===== config.mk =====
export PLATFORM = sky130hd
export DESIGN_NAME = cs3_decimator
export DESIGN_NICKNAME = d
export VERILOG_FILES = /design/src/cs3_pkg.sv /design/src/cs3_decimator.sv
export SDC_FILE = /design/constraint.sdc
export NUM_CORES = 1
export LEC_CHECK = 0
export ABC_AREA = 1
export BUFFER_PORTS_ARGS = -buffer_cell sky130_fd_sc_hd__clkbuf_2
export CAP_MARGIN = 40
export CORE_MARGIN = 2
export CORE_UTILIZATION = 30
export CTS_CLUSTER_DIAMETER = 120
export DETAILED_ROUTE_END_ITERATION = 6
export PLACE_DENSITY = 0.54
export SYNTH_ARGS = -nofsm -noshare
export SYNTH_HDL_FRONTEND = slang
export SYNTH_SLANG_ARGS = --single-unit

===== constraint.sdc =====
create_clock -name mclk -period 7.2 [get_ports mclk]
set_input_delay 1.44 -clock mclk [delete_from_list [all_inputs] [get_ports mclk]]
set_output_delay 1.44 -clock mclk [all_outputs]
set_load 0.1 [all_outputs]

===== src/cs3_pkg.sv =====
// Shared constants and carrier types for the chopped sinc3 decimator.
// Assumes one 50 MHz clock and a plain strobed register port.
`default_nettype none

package cs3_pkg;

    // ==========================================================
    // Register map (word index on the plain register port)
    localparam logic [1:0] OFS_MODE = 2'h0;
    localparam logic [1:0] OFS_DWORD = 2'h1;
    localparam logic [1:0] OFS_STATUS = 2'h2;
    localparam logic [1:0] OFS_DATA = 2'h3;

    // ==========================================================
    // Field positions and reset values
    localparam int MODE_REV_OFF_BIT = 0;
    localparam int STAT_READY_BIT = 0;
    localparam int STAT_REVERSE_BIT = 1;
    localparam logic MODE_RESET = 1'b0;
    localparam logic [7:0] DWORD_RESET = 8'h45;

    // ==========================================================
    // Timing and filter structure
    localparam int MOD_RATE_HZ = 32768;
    localparam int CLK_HZ = 50000000;
    localparam int DEC_MULT = 8;
    localparam int CHOP_PERIODS = 3;
    localparam logic [1:0] FILL_CHOP = 2'h1;
    localparam logic [1:0] FILL_PLAIN = 2'h2;

    // ==========================================================
    // Register port request
    typedef struct packed {
        logic [1:0] addr;
        logic [31:0] wdata;
        logic wr;
        logic rd;
    } cs3_req_s;

endpackage : cs3_pkg

`default_nettype wire

===== src/cs3_decimator.sv =====
// Chopped sinc3 decimator: modulator bit stream in, averaged result out (raw filter word with reversal off).
// Assumes modulator bit and sample clock arrive from the analog side
// asynchronously, and a core on mclk drives the register port.
//
// Added by the designer: the register offsets and strobed register access.
`default_nettype none

module cs3_decimator #(
    parameter int ACC_W = 34,
    parameter int CNT_W = 11
) (
    input wire logic mclk, // 50 MHz system clock
    input wire logic rst_n, // Synchronous reset, active low
    input wire cs3_pkg::cs3_req_s req, // Register port request
    output logic [31:0] rdata, // Read data, cycle after read strobe
    input wire logic mod_clk_pin, // Modulator sample clock, async
    input wire logic mod_bit_pin, // Modulator comparator bit, async
    output logic in_reverse, // Swap analog input polarity
    output logic data_ready // New result waiting
);

    // ==========================================================
    // Pin synchronisers
    logic [2:0] clk_sync_r;
    logic [1:0] bit_sync_r;
    logic mod_tick;

    // Two flops before use; third flop only for edge detect
    always_ff @(posedge mclk) begin
        if (!rst_n) begin
            clk_sync_r <= 3'h0;
            bit_sync_r <= 2'h0;
        end else begin
            clk_sync_r <= {clk_sync_r[1:0], mod_clk_pin};
            bit_sync_r <= {bit_sync_r[0], mod_bit_pin};
        end
    end

    assign mod_tick = clk_sync_r[1] & ~clk_sync_r[2];

    // ==========================================================
    // Registers
    logic rev_off_r;
    logic [7:0] dword_r;
    logic restart;
    logic wr_mode, wr_dword, rd_data;

    assign wr_mode = req.wr && (req.addr == cs3_pkg::OFS_MODE);
    assign wr_dword = req.wr && (req.addr == cs3_pkg::OFS_DWORD);
    assign rd_data = req.rd && (req.addr == cs3_pkg::OFS_DATA);
    // Any reprogramming flushes the chain
    assign restart = wr_mode | wr_dword;

    always_ff @(posedge mclk) begin
        if (!rst_n) begin
            rev_off_r <= cs3_pkg::MODE_RESET;
        end else if (wr_mode) begin
            rev_off_r <= req.wdata[cs3_pkg::MODE_REV_OFF_BIT];
        end
    end

    // word reset value; range is software's duty
    always_ff @(posedge mclk) begin
        if (!rst_n) begin
            dword_r <= cs3_pkg::DWORD_RESET;
        end else if (wr_dword) begin
            dword_r <= req.wdata[7:0];
        end
    end

    // ==========================================================
    // Decimation counter
    logic [CNT_W-1:0] smp_cnt_r;
    logic [CNT_W-1:0] dec_len;
    logic dec_tick;

    assign dec_len = CNT_W'({dword_r, 3'h0});
    assign dec_tick = mod_tick && (smp_cnt_r == dec_len - CNT_W'(1));

    // word 255 gives 2040 samples, the slowest rate
    always_ff @(posedge mclk) begin
        if (!rst_n || restart) begin
            smp_cnt_r <= '0;
        end else if (dec_tick) begin
            smp_cnt_r <= '0;
        end else if (mod_tick) begin
            smp_cnt_r <= smp_cnt_r + CNT_W'(1);
        end
    end

    // ==========================================================
    // Sinc3 integrators and combs
    logic [ACC_W-1:0] integ_r [3];
    logic [ACC_W-1:0] integ_in [3];
    logic [ACC_W-1:0] dly_r [3];
    logic [ACC_W-1:0] comb_w [4];
    logic in_bit;
    logic reverse_r;

    // Flipping the bit undoes the analog swap
    assign in_bit = bit_sync_r[1] ^ reverse_r;
    // Comb takes the integrator's next value so no pre-swap sample leaks in
    assign comb_w[0] = integ_r[2] + integ_in[2];

    // three integrate and three comb stages
    for (genvar k = 0; k < 3; k++) begin : g_stage
        if (k == 0) begin : g_first
            assign integ_in[k] = ACC_W'(in_bit);
        end else begin : g_next
            assign integ_in[k] = integ_r[k-1];
        end
        assign comb_w[k+1] = comb_w[k] - dly_r[k];

        // Wraparound is harmless: combs cancel it modulo 2^ACC_W
        always_ff @(posedge mclk) begin
            if (!rst_n || restart) begin
                integ_r[k] <= '0;
            end else if (mod_tick) begin
                integ_r[k] <= integ_r[k] + integ_in[k];
            end
        end

        always_ff @(posedge mclk) begin
            if (!rst_n || restart) begin
                dly_r[k] <= '0;
            end else if (dec_tick) begin
                dly_r[k] <= comb_w[k];
            end
        end
    end

    // ==========================================================
    // Conversion sequencing
    logic [1:0] phase_r;
    logic [1:0] fill_cnt_r;
    logic [1:0] fill_need;
    logic conv;
    logic publish;

    // chop waits three periods for the filter to flush
    assign conv = dec_tick && (rev_off_r || (phase_r == 2'(cs3_pkg::CHOP_PERIODS - 1)));
    // averager, or sinc history, must refill first
    assign fill_need = rev_off_r ? cs3_pkg::FILL_PLAIN : cs3_pkg::FILL_CHOP;
    assign publish = conv && (fill_cnt_r >= fill_need);

    // Chop phase inside one result
    always_ff @(posedge mclk) begin
        if (!rst_n || restart) begin
            phase_r <= 2'h0;
        end else if (conv) begin
            phase_r <= 2'h0;
        end else if (dec_tick) begin
            phase_r <= phase_r + 2'h1;
        end
    end

    always_ff @(posedge mclk) begin
        if (!rst_n || restart) begin
            fill_cnt_r <= 2'h0;
        end else if (conv && (fill_cnt_r < fill_need)) begin
            fill_cnt_r <= fill_cnt_r + 2'h1;
        end
    end

    // swap polarity on every chopped result
    always_ff @(posedge mclk) begin
        if (!rst_n || restart) begin
            reverse_r <= 1'b0;
        end else if (conv && !rev_off_r) begin
            reverse_r <= ~reverse_r;
        end
    end

    // ==========================================================
    // Running average and result register
    logic [ACC_W-1:0] prev_r;
    logic [ACC_W:0] sum_w;
    logic [ACC_W-1:0] avg_w;
    logic [ACC_W-1:0] result_w;
    logic [31:0] data_r;
    logic ready_r;

    // two-sample mean; a carry bit keeps the sum exact
    assign sum_w = {1'b0, prev_r} + {1'b0, comb_w[3]};
    assign avg_w = sum_w[ACC_W:1];
    assign result_w = rev_off_r ? comb_w[3] : avg_w;

    // previous word always kept, so a step settles gradually
    always_ff @(posedge mclk) begin
        if (!rst_n || restart) begin
            prev_r <= '0;
        end else if (conv) begin
            prev_r <= comb_w[3];
        end
    end

    // whole word captured in one edge
    always_ff @(posedge mclk) begin
        if (!rst_n) begin
            data_r <= 32'h0;
        end else if (publish) begin
            data_r <= result_w[ACC_W-1 -: 32];
        end
    end

    // Ready is sticky; a new result beats a clearing read
    always_ff @(posedge mclk) begin
        if (!rst_n) begin
            ready_r <= 1'b0;
        end else if (publish) begin
            ready_r <= 1'b1;
        end else if (rd_data) begin
            ready_r <= 1'b0;
        end
    end

    // ==========================================================
    // Read port and outputs
    always_ff @(posedge mclk) begin
        if (!rst_n) begin
            rdata <= 32'h0;
        end else if (req.rd) begin
            case (req.addr)
                cs3_pkg::OFS_MODE: rdata <= {31'h0, rev_off_r};
                cs3_pkg::OFS_DWORD: rdata <= {24'h0, dword_r};
                cs3_pkg::OFS_STATUS: rdata <= {30'h0, reverse_r, ready_r};
                cs3_pkg::OFS_DATA: rdata <= data_r;
                default: rdata <= 32'h0;
            endcase
        end else begin
            rdata <= 32'h0;
        end
    end

    // Registered copies so outputs come straight from flops
    always_ff @(posedge mclk) begin
        if (!rst_n) begin
            in_reverse <= 1'b0;
            data_ready <= 1'b0;
        end else begin
            in_reverse <= reverse_r;
            data_ready <= ready_r;
        end
    end

    // independent tick count for the length check
    logic [CNT_W-1:0] chk_ticks_r;
    always_ff @(posedge mclk) begin
        if (!rst_n || restart || dec_tick) begin
            chk_ticks_r <= '0;
        end else if (mod_tick) begin
            chk_ticks_r <= chk_ticks_r + CNT_W'(1);
        end
    end
endmodule : cs3_decimator

`default_nettype wire


==> impl_results.md, run 1 <==
* Synthesized area at between 0.02 and 0.025 mm^2
* Most common cell in the netlist: nand2_1
* Total Die Area at slightly above 0.08 mm^2
* First-pass GRT wire length at 104000 um
* Crit path time final at 7630 ps
* Antenna violations before repair at 0
* Type of origin of the critical path: flop
* CTS Buf Count at 40
* Hold_ws at a little over 400 ps
* Initial Utilization at 0.303
* Critical path type: reg -> reg
* Diodes inserted at 0
* Synth area leader: edfxtp_1
* Core footprint at 0.0776 mm^2
* Endpoints failing hold at 0
* Syn avg cell area at a little under 8 um^2
* Area Overhead vs Synth at 43.1%
* Filler-free cell count of the finished design at approximately 4800
* Maximum fanout along the worst path at 3
* # hold bufs at CTS at 0
* TritonRoute pass-1 iters at 5
* DR WL/cell at 13.4 um
* Largest net degree at the start of global routing at a little under 70
* Worst EP required at between 7000 and 8000 ps
* TritonCTS clock tree: built
* Ratio of cells with drive above 1 in the final layout at 0.315
* Die H at about 280 um
* Yosys top cell area share at 0.260
* Most instantiated cells after synthesis: nand2_1, inv_1, nor2_1, a21oi_1, ha_1
* Busiest grt layer: met2
* Vias post-DR at 22300
* Via density at 4.62
* Nets at 4002
* CTS Sinks at between 300 and 400
* Actual transition at the worst max-transition pin at ~830 ps
* Max Slew Vio Count at 0
* Final worst slack at -426 ps
* DRT iter0 DRCs at ~980
* Final Skew at 31.7 ps
* Syn Inst Count at approximately 3000
* Routability Congestion at ~0.89
* Met2 Usage GRT at 0.275
* Main synth FF type: edfxtp_1
* Die width at roughly 280 um
* Flops & latches, synth at about 340
* Worst-Skew Late Latency at ~570 ps
* Ys async rst share at 0
* Multi-input gate area at approximately 0.015 mm^2
* Yosys cell types at 57
* Status: finished, violations left
* Clk buf depth at 3
* Worst Setup End Kind: flop
* Synth warn at 0
* I/O Pins at 74
* Worst path max stage delay at roughly 400 ps
* RSZ-0062 raised after global routing: true
* WL final at 64600 um
* Net Count, Synth at 3297
* Tcrit/Tclk final at 1.06
* Area contributors post-synth: edfxtp_1, dfxtp_1, ha_1
* GRT Total Usage at 0.153
* GRT overflow at 0
* Vias in the first global route at between 20000 and 25000
* HPWL after DPL at about 48000 um
* Max-Cap Viols at 0
* Met3 usage at 0.0182
* Hold/Removal Path Class: reg -> reg
* Arrival time at the worst endpoint at 8110 ps
* Violated checks: negative setup slack
* Number of cell rows at about 100
* Rel. slew slack at 0.448
* Met1 GRT Util at 0.190
* Max Fclk at around 130 MHz
* Antenna viol nets, final at 0
* Post-route DRC at 0
* FILL cells at 7668
* CTS clk-pin slew, worst paths at about 60 ps
* H-tree Lvls at 2
* Setup violators final at 15
* Dpl cells at approximately 4600
* Reg area at about 0.0087 mm^2
* EDFF count, synth at 204
* IO buf count at 49
* Root buffer cell: clkbuf_16
* Sequential fraction of the synthesis area at 0.372
* Cell with the biggest individual delay on the critical path: fa_2
through the flow:
| stage | utilization | setup WS, ps | area, um^2 | TNS [ps] |
|---|---|---|---|---|
| 2_1_floorplan | - | 4.85 | 23600 | 0 |
| 3_3_place_gp | 0.372 | -924 | 28900 | -11570 |
| 3_5_place_dp | 0.372 | -1110 | 28900 | -13050 |
| 4_1_cts | 0.419 | -255 | 32500 | -1730 |
| 5_1_grt | 0.434 | -916 | 33700 | -11040 |
| 6_report | 0.434 | -426 | 33700 | -3840 |
flip-flops by register name, indices dropped and copies added, names as in the netlist:
signal	flops
rev_off_r	1
reverse_r	1
integ_r	102
ready_r	1
phase_r	2
dly_r	102
smp_cnt_r	11
prev_r	34
rdata	32
in_reverse	1
data_r	32
dword_r	8
clk_sync_r	3
fill_cnt_r	2
data_ready	1
bit_sync_r	2
cells by family after synthesis:
| logic type | count (synthesis) | synth area share |
|---|---|---|
| xor+xnor | 148 | 0.0551 |
| flops | 335 | 0.372 |
| buf+inv | 513 | 0.0847 |
| simple gates | 1098 | 0.196 |
| fa+ha+maj | 210 | 0.113 |
| compound gates | 743 | 0.179 |
path summary, 6_finish.rpt:
path	start	end	slack, ps	cells past startpoint
hold / removal	clk_sync_r[0]	clk_sync_r[1]	410	2
setup / recovery	integ_r[1][0]	data_r[31]	-430	45
hold reg to reg	clk_sync_r[0]	clk_sync_r[1]	410	2
setup reg to reg	integ_r[1][0]	data_r[31]	-430	45
metal layers:
| layer | part of all wire | up-vias | wire, um |
|---|---|---|---|
| met4 | 0.029 | 0 | 1900 |
| met2 | 0.49 | 296 | 31600 |
| met1 | 0.45 | 10100 | 29300 |
| met5 | 0 | - | 0 |
| met3 | 0.027 | 127 | 1750 |
| li1 | - | 11700 | - |
final cells by class:
type	instances	share of cell area
clock buffers	51	0.0322
clock inverters	22	0.00505
flip-flops and latches	335	0.260
inverters	459	0.0514
well taps	1040	0.0386
multi-input cells	2199	0.454
repair buffers	717	0.159
placed cells by master, fill, tap and decap left out, types with 22 or more instances in the layout:
cell type  netlist  routed
a21o_1          22      22
nor2_1         386     360
inv_1          455     434
o21ai_0        201     140
o21ai_1         26      51
a21oi_1        333     257
o21a_1          27      27
dfxtp_1        131     131
inv_2            2      22
ha_1           205     152
a21oi_2          2      63
nand4_1         33      33
nand3_1         98      76
buf_6            5      27
nor3_1          50      41
clkbuf_2         0      49
nand2_2          1      50
clkbuf_16        0      41
xor2_1          98      68
ha_4             0      50
xor2_2           0      25
o21ai_2          0      27
buf_4            1     641
edfxtp_1       204     204
xnor2_1         50      29
a31oi_1         28      26
nand2_1        476     414
worst max-delay path: cells and delay by family (launching register included):
kind | cells | cell delay [ps]
simple gates | 9 | 1050
flops | 1 | 370
fa+ha+maj | 6 | 1860
buf+inv | 5 | 420
xor+xnor | 3 | 710
compound gates | 22 | 3150
repair_timing:
| action | 4_1_cts | 5_1_grt |
|---|---|---|
| cloned | 0 | 0 |
| resized for setup | 370 | 172 |
| buffers inserted | 108 | 35 |
| pin swaps | 176 | 98 |
| setup endpoints to repair | 19 | 23 |
Power of run 1 is left out: the tool's default activity adds up to more than one toggle a clock period on the data nets, which glitch-free logic cannot reach.
==> inputs of run 2 (changes only) <==
CORE_UTILIZATION = 51   (was 30)
PLACE_DENSITY = 0.78   (was 0.54)
==> impl_results.md, run 2 (synthesized netlist as in run 1, its figures left out) <==
* Dpl cells at 4132 (was 4614)
* Max Fclk at 111 MHz (was 131 MHz)
* Vias post-DR at 25700 (was 22300)
* # hold bufs at CTS at 0 (unchanged)
* Area Overhead vs Synth at 42.5% (was 43.1%)
* DR WL/cell at 19.5 um (was 13.4 um)
* Final Skew at 27.1 ps (was 31.7 ps)
* Setup violators final at 27 (was 15)
* Status: finished, violations left (unchanged)
* Arrival time at the worst endpoint at 9500 ps (was 8110 ps)
* Hold/Removal Path Class: reg -> reg (unchanged)
* Most frequent cells in the layout: buf_4, inv_1, nand2_1 (unchanged)
* Final worst slack at -1810 ps (was -426 ps)
* Number of cell rows at 78 (was 102)
* DRT iter0 DRCs at 2505 (was 976)
* I/O Pins at 74 (unchanged)
* Post-placement setup slack at -925 ps (was -1110 ps)
* Via density at 5.91 (was 4.62)
* Top Layer Used: met4 (unchanged)
* IO buf count at 49 (unchanged)
* GRT Total Usage at 0.265 (was 0.153)
* Critical path type: reg -> reg (unchanged)
* Routability Congestion at 0.954 (was 0.894)
* Maximum fanout along the worst path at 4 (was 3)
* Type of origin of the critical path: flop (unchanged)
* Largest net degree at the start of global routing at 69 (was 68)
* CTS Buf Count at 38 (was 40)
* Filler-free cell count of the finished design at 4342 (was 4823)
* Vias in the first global route at 23200 (was 21900)
* Actual transition at the worst max-transition pin at 1240 ps (was 828 ps)
* FILL cells at 2874 (was 7668)
* First-pass GRT wire length at 105000 um (was 104000 um)
* Antenna viol nets, final at 0 (unchanged)
* Clk buf depth at 3 (unchanged)
* Crit path time final at 9010 ps (was 7630 ps)
* Antenna violations before repair at 1 (was 0)
* Worst-Skew Late Latency at 580 ps (was 570 ps)
* Violated checks: negative setup slack (unchanged)
* TritonCTS clock tree: built (unchanged)
* Nets at 3962 (was 4002)
* Ratio of cells with drive above 1 in the final layout at 0.329 (was 0.315)
* Post-route DRC at 0 (unchanged)
* Die H at 219 um (was 284 um)
* Tcrit/Tclk final at 1.25 (was 1.06)
* Worst path max stage delay at 980 ps (was 400 ps)
* Max-Cap Viols at 0 (unchanged)
* WL final at 84800 um (was 64600 um)
* Final Util at 0.737 (was 0.434)
* Die width at 219 um (was 284 um)
* CTS clk-pin slew, worst paths at 60 ps (about the same)
* H-tree Lvls at 2 (unchanged)
* Worst Setup End Kind: flop (unchanged)
* Initial Utilization at 0.517 (was 0.303)
* Setup TNS at -21450 ps (was -3840 ps)
* Root buffer cell: clkbuf_16 (unchanged)
* Biggest regs: dly_r x102, integ_r x102, prev_r x34 (unchanged)
* Max Slew Vio Count at 0 (unchanged)
* HPWL after DPL at 45100 um (was 47600 um)
* Met2 WL post-DR at 41200 um (was 31600 um)
* Endpoints failing hold at 0 (unchanged)
* Commonest non-fill, non-tap cell in the layout: buf_4 (unchanged)
* Core footprint at 0.0455 mm^2 (was 0.0776 mm^2)
* Cell with the biggest individual delay on the critical path: o21ai_0 (was fa_2)
* GRT overflow at 0 (unchanged)
* Routed wl met3 at 6520 um (was 1750 um)
* RSZ-0062 raised after global routing: true (unchanged)
* Rel. slew slack at 0.167 (was 0.448)
* Wl on met1 at 29700 um (was 29300 um)
* Worst EP required at 7690 ps (about the same)
* Total Die Area at 0.0479 mm^2 (was 0.0807 mm^2)
* CTS Sinks at 335 (unchanged)
* TritonRoute pass-1 iters at 6 (was 5)
[run 2: routing by layer]
metal,up-vias,track usage
li1,11600,-
met1,11900,0.291
met2,1508,0.494
met3,591,0.0322
met4,0,0.147
met5,-,0
[run 2: metrics by stage]
step / hold WS, ps / cell area, um^2
final: 419 / 33500
after global routing: 429 / 33500
after CTS: 424 / 31000
after detailed placement: 409 / 28000
after global placement: 394 / 28000
after floorplan: 390 / 23600
[run 2: what timing repair did]
| action | CTS | global route |
|---|---|---|
| cloned | 0 | 0 |
| setup buffers | 76 | 70 |
| endpoints found under the setup margin | 20 | 27 |
| pin swaps | 152 | 198 |
| resized for setup | 261 | 417 |
[run 2: cell type report]
| type | instances | area, um^2 | share of cell area |
|---|---|---|---|
| clock buffers | 56 | 1120 | 0.0335 |
| well taps | 600 | 751 | 0.0224 |
| repair buffers | 679 | 5150 | 0.154 |
| clock inverters | 13 | 123 | 0.00366 |
| flip-flops and latches | 335 | 8750 | 0.261 |
| diodes | 1 | 2.50 | 0.0000746 |
| inverters | 459 | 1730 | 0.0515 |
| multi-input cells | 2199 | 15900 | 0.474 |
[run 2: path summary, 6_finish.rpt]
check	startpoint	end	slack (ps)	cells past startpoint
setup / recovery	integ_r[1][1]	data_r[31]	-1810	45
hold / removal	clk_sync_r[0]	clk_sync_r[1]	420	2
setup reg to reg	integ_r[1][1]	data_r[31]	-1810	45
hold reg to reg	clk_sync_r[0]	clk_sync_r[1]	420	2
[run 2: worst max-delay path: cells and delay by family, from the launching register on]
family / cells / cell delay, ps
xor gates and xnor gates: 4 / 990
buffers and inverters: 9 / 1000
adders and majority gates: 5 / 1710
DFF: 1 / 340
and+or+nand+nor: 11 / 1570
AOI/OAI and AO/OA: 16 / 3320
Power of run 2 is left out for the same reason.
==> inputs of run 3 (changes only) <==
GPL_ROUTABILITY_DRIVEN = 0   (was unset)
PLACE_DENSITY = 0.75   (was 0.78)
clock period = 9.5 ns   (was 7.2 ns; I/O delays follow)
==> impl_results.md, run 3 (synthesized netlist as in run 1, its figures left out) <==
* Number of cell rows at 78 (unchanged)
* Max Slew Vio Count at 0 (unchanged)
* Die H at 219 um (unchanged)
* Dpl cells at 3653 (was 4132)
* Setup TNS at 0 ps (was -21450 ps)
* TritonRoute pass-1 iters at 6 (unchanged)
* Largest net degree at the start of global routing at 71 (was 69)
* Switching part of the total power at 0.516
* Arrival time at the worst endpoint at 9250 ps (was 9500 ps)
* First-pass GRT wire length at 92700 um (was 105000 um)
* CTS clk-pin slew, worst paths at 60 ps (about the same)
* Biggest regs: dly_r x102, integ_r x102, prev_r x34 (unchanged)
* Final Instance Area at 0.0258 mm^2 (was 0.0335 mm^2)
* Final worst slack at 709 ps (was -1810 ps)
* H-tree Lvls at 2 (unchanged)
* Worst-Skew Late Latency at 560 ps (was 580 ps)
* Placed Instance Area at 0.0244 mm^2 (was 0.0280 mm^2)
* Comb pwr share at 0.668
* Max-Cap Viols at 0 (unchanged)
* Reg area at 0.00875 mm^2 (unchanged)
* Cell with the biggest individual delay on the critical path: fa_1 (was o21ai_0)
* Ratio of cells with drive above 1 in the final layout at 0.0548 (was 0.329)
* WL final at 55800 um (was 84800 um)
* Hold/Removal Path Class: reg -> reg (unchanged)
* Commonest non-fill, non-tap cell in the layout: nand2_1 (was buf_4)
* FILL cells at 4047 (was 2874)
* Maximum fanout along the worst path at 5 (was 4)
* P_sw at roughly 4.9 mW
* Leak Pwr at ~12 nW
* CTS Buf Count at 39 (was 38)
* Endpoints failing hold at 0 (unchanged)
* Antenna viol nets, final at 0 (unchanged)
* Clk buf depth at 3 (unchanged)
* # hold bufs at CTS at 0 (unchanged)
* IO buf count at 49 (unchanged)
* I/O Pins at 74 (unchanged)
* GRT overflow at 0 (unchanged)
* Initial Utilization at 0.517 (unchanged)
* Final Skew at 31.3 ps (was 27.1 ps)
* Max Fclk at 114 MHz (was 111 MHz)
* Clock group share of total power at 0.160
* Root buffer cell: clkbuf_16 (unchanged)
* Post-placement setup slack at 356 ps (was -925 ps)
* Total Power at about 9.5 mW
* Core footprint at 0.0455 mm^2 (unchanged)
* Status: complete, no violations (was finished, violations left)
* DR WL/cell at 15.0 um (was 19.5 um)
* Nets at 3346 (was 3962)
* Total Die Area at 0.0479 mm^2 (unchanged)
* Multi-input gate area at 0.0129 mm^2 (was 0.0159 mm^2)
* Worst Path Buf+Inv at 5 (was 9)
* Largest delay share family, worst path: compound AO/OA/AOI/OAI gates (unchanged)
* Tcrit/Tclk final at 0.925 (was 1.25)
* Diodes inserted at 0 (was 1)
* Post-route DRC at 0 (unchanged)
* Maximum VDD drop at around 0.00022 V
* Setup violators final at 0 (was 27)
* Final Util at 0.567 (was 0.737)
* Worst Setup End Kind: flop (unchanged)
* Worst path max stage delay at 400 ps (was 980 ps)
* DRT iter0 DRCs at 1397 (was 2505)
* Crit path time final at 8790 ps (was 9010 ps)
* Hold_ws at 414 ps (was 419 ps)
* Area Overhead vs Synth at 9.63% (was 42.5%)
* CTS Sinks at 335 (unchanged)
* Critical path type: reg -> reg (unchanged)
* Most frequent cells in the layout: nand2_1, inv_1, nor2_1 (was buf_4, inv_1, nand2_1)
* Filler-free cell count of the finished design at 3723 (was 4342)
* Actual transition at the worst max-transition pin at 976 ps (was 1240 ps)
* Vias post-DR at 20900 (was 25700)
* Die width at 219 um (unchanged)
* TritonCTS clock tree: built (unchanged)
* HPWL after DPL at 42300 um (was 45100 um)
* Flop pwr share at 0.172
* Vias in the first global route at 20200 (was 23200)
* Antenna violations before repair at 0 (was 1)
* P_int at 4.58 mW
* Type of origin of the critical path: flop (unchanged)
* Worst EP required at 9960 ps (was 7690 ps)
* GRT Total Usage at 0.232 (was 0.265)
* Via density at 5.61 (was 5.91)
* Cell mode on critical path: a21oi_1
* Rel. slew slack at 0.350 (was 0.167)
* Total power density per cell area at 367 mW/mm^2
==> run 3: cell count changes in the layout (fill, tap and decap cells not counted), sizes merged <==
cell | before | now
buf | 630 | 13
inv | 459 | 458
bufinv | 2 | 4
clkinv | 9 | 13
diode | 1 | 0
clkinvlp | 2 | 3
clkbuf | 105 | 98
==> run 3: repair_timing <==
item | 4_1_cts | 5_1_grt
buffers inserted | 0 | 2
endpoints found under the setup margin | 0 | 8
gates resized for setup | 0 | 26
==> run 3: final cells by class <==
cell class                      count  share of cell area
Clock buffer                       49              0.0417
Multi-Input combinational cell   2199               0.500
Inverter                          459              0.0670
Clock inverter                     19             0.00805
Tap cell                          600              0.0291
Sequential cell                   335               0.339
Timing Repair Buffer               62              0.0146
==> run 3: layer usage <==
layer / vias up / part of all wire / routed length [um] / track usage
met5: - / 0 / 0 / 0
met4: 0 / 0.038 / 2120 / 0.0955
met3: 161 / 0.045 / 2530 / 0.0273
met2: 642 / 0.49 / 27300 / 0.417
met1: 9637 / 0.43 / 23800 / 0.281
li1: 10400 / - / - / -
==> run 3: worst reg2reg max path: cells and delay by family, from the launching register on <==
kind,cells,cell delay (ps)
flops,1,360
compound gates,17,3460
xor+xnor,3,680
buf+inv,5,400
simple gates,12,1780
fa+ha+maj,6,2000
==> run 3: path summary, 6_finish.rpt <==
kind            startpoint          to  slack (ps)  cells past startpoint
min             data_r[12]   rdata[12]         410                      2
min reg2reg     data_r[12]   rdata[12]         410                      2
max          integ_r[1][0]  data_r[31]         710                     43
max reg2reg  integ_r[1][0]  data_r[31]         710                     43
==> run 3: power by group through the flow <==
stage	Combinational, mW	Sequential, mW	Clock (mW)
after floorplan	4.65	1.66	0
final	6.32	1.63	1.52
after global placement	5.85	1.65	0
after detailed placement	6.00	1.66	0
after global routing	7.04	1.63	1.61
after CTS	6.06	1.63	1.54
No activity file was read; power rests on OpenSTA's default activity.
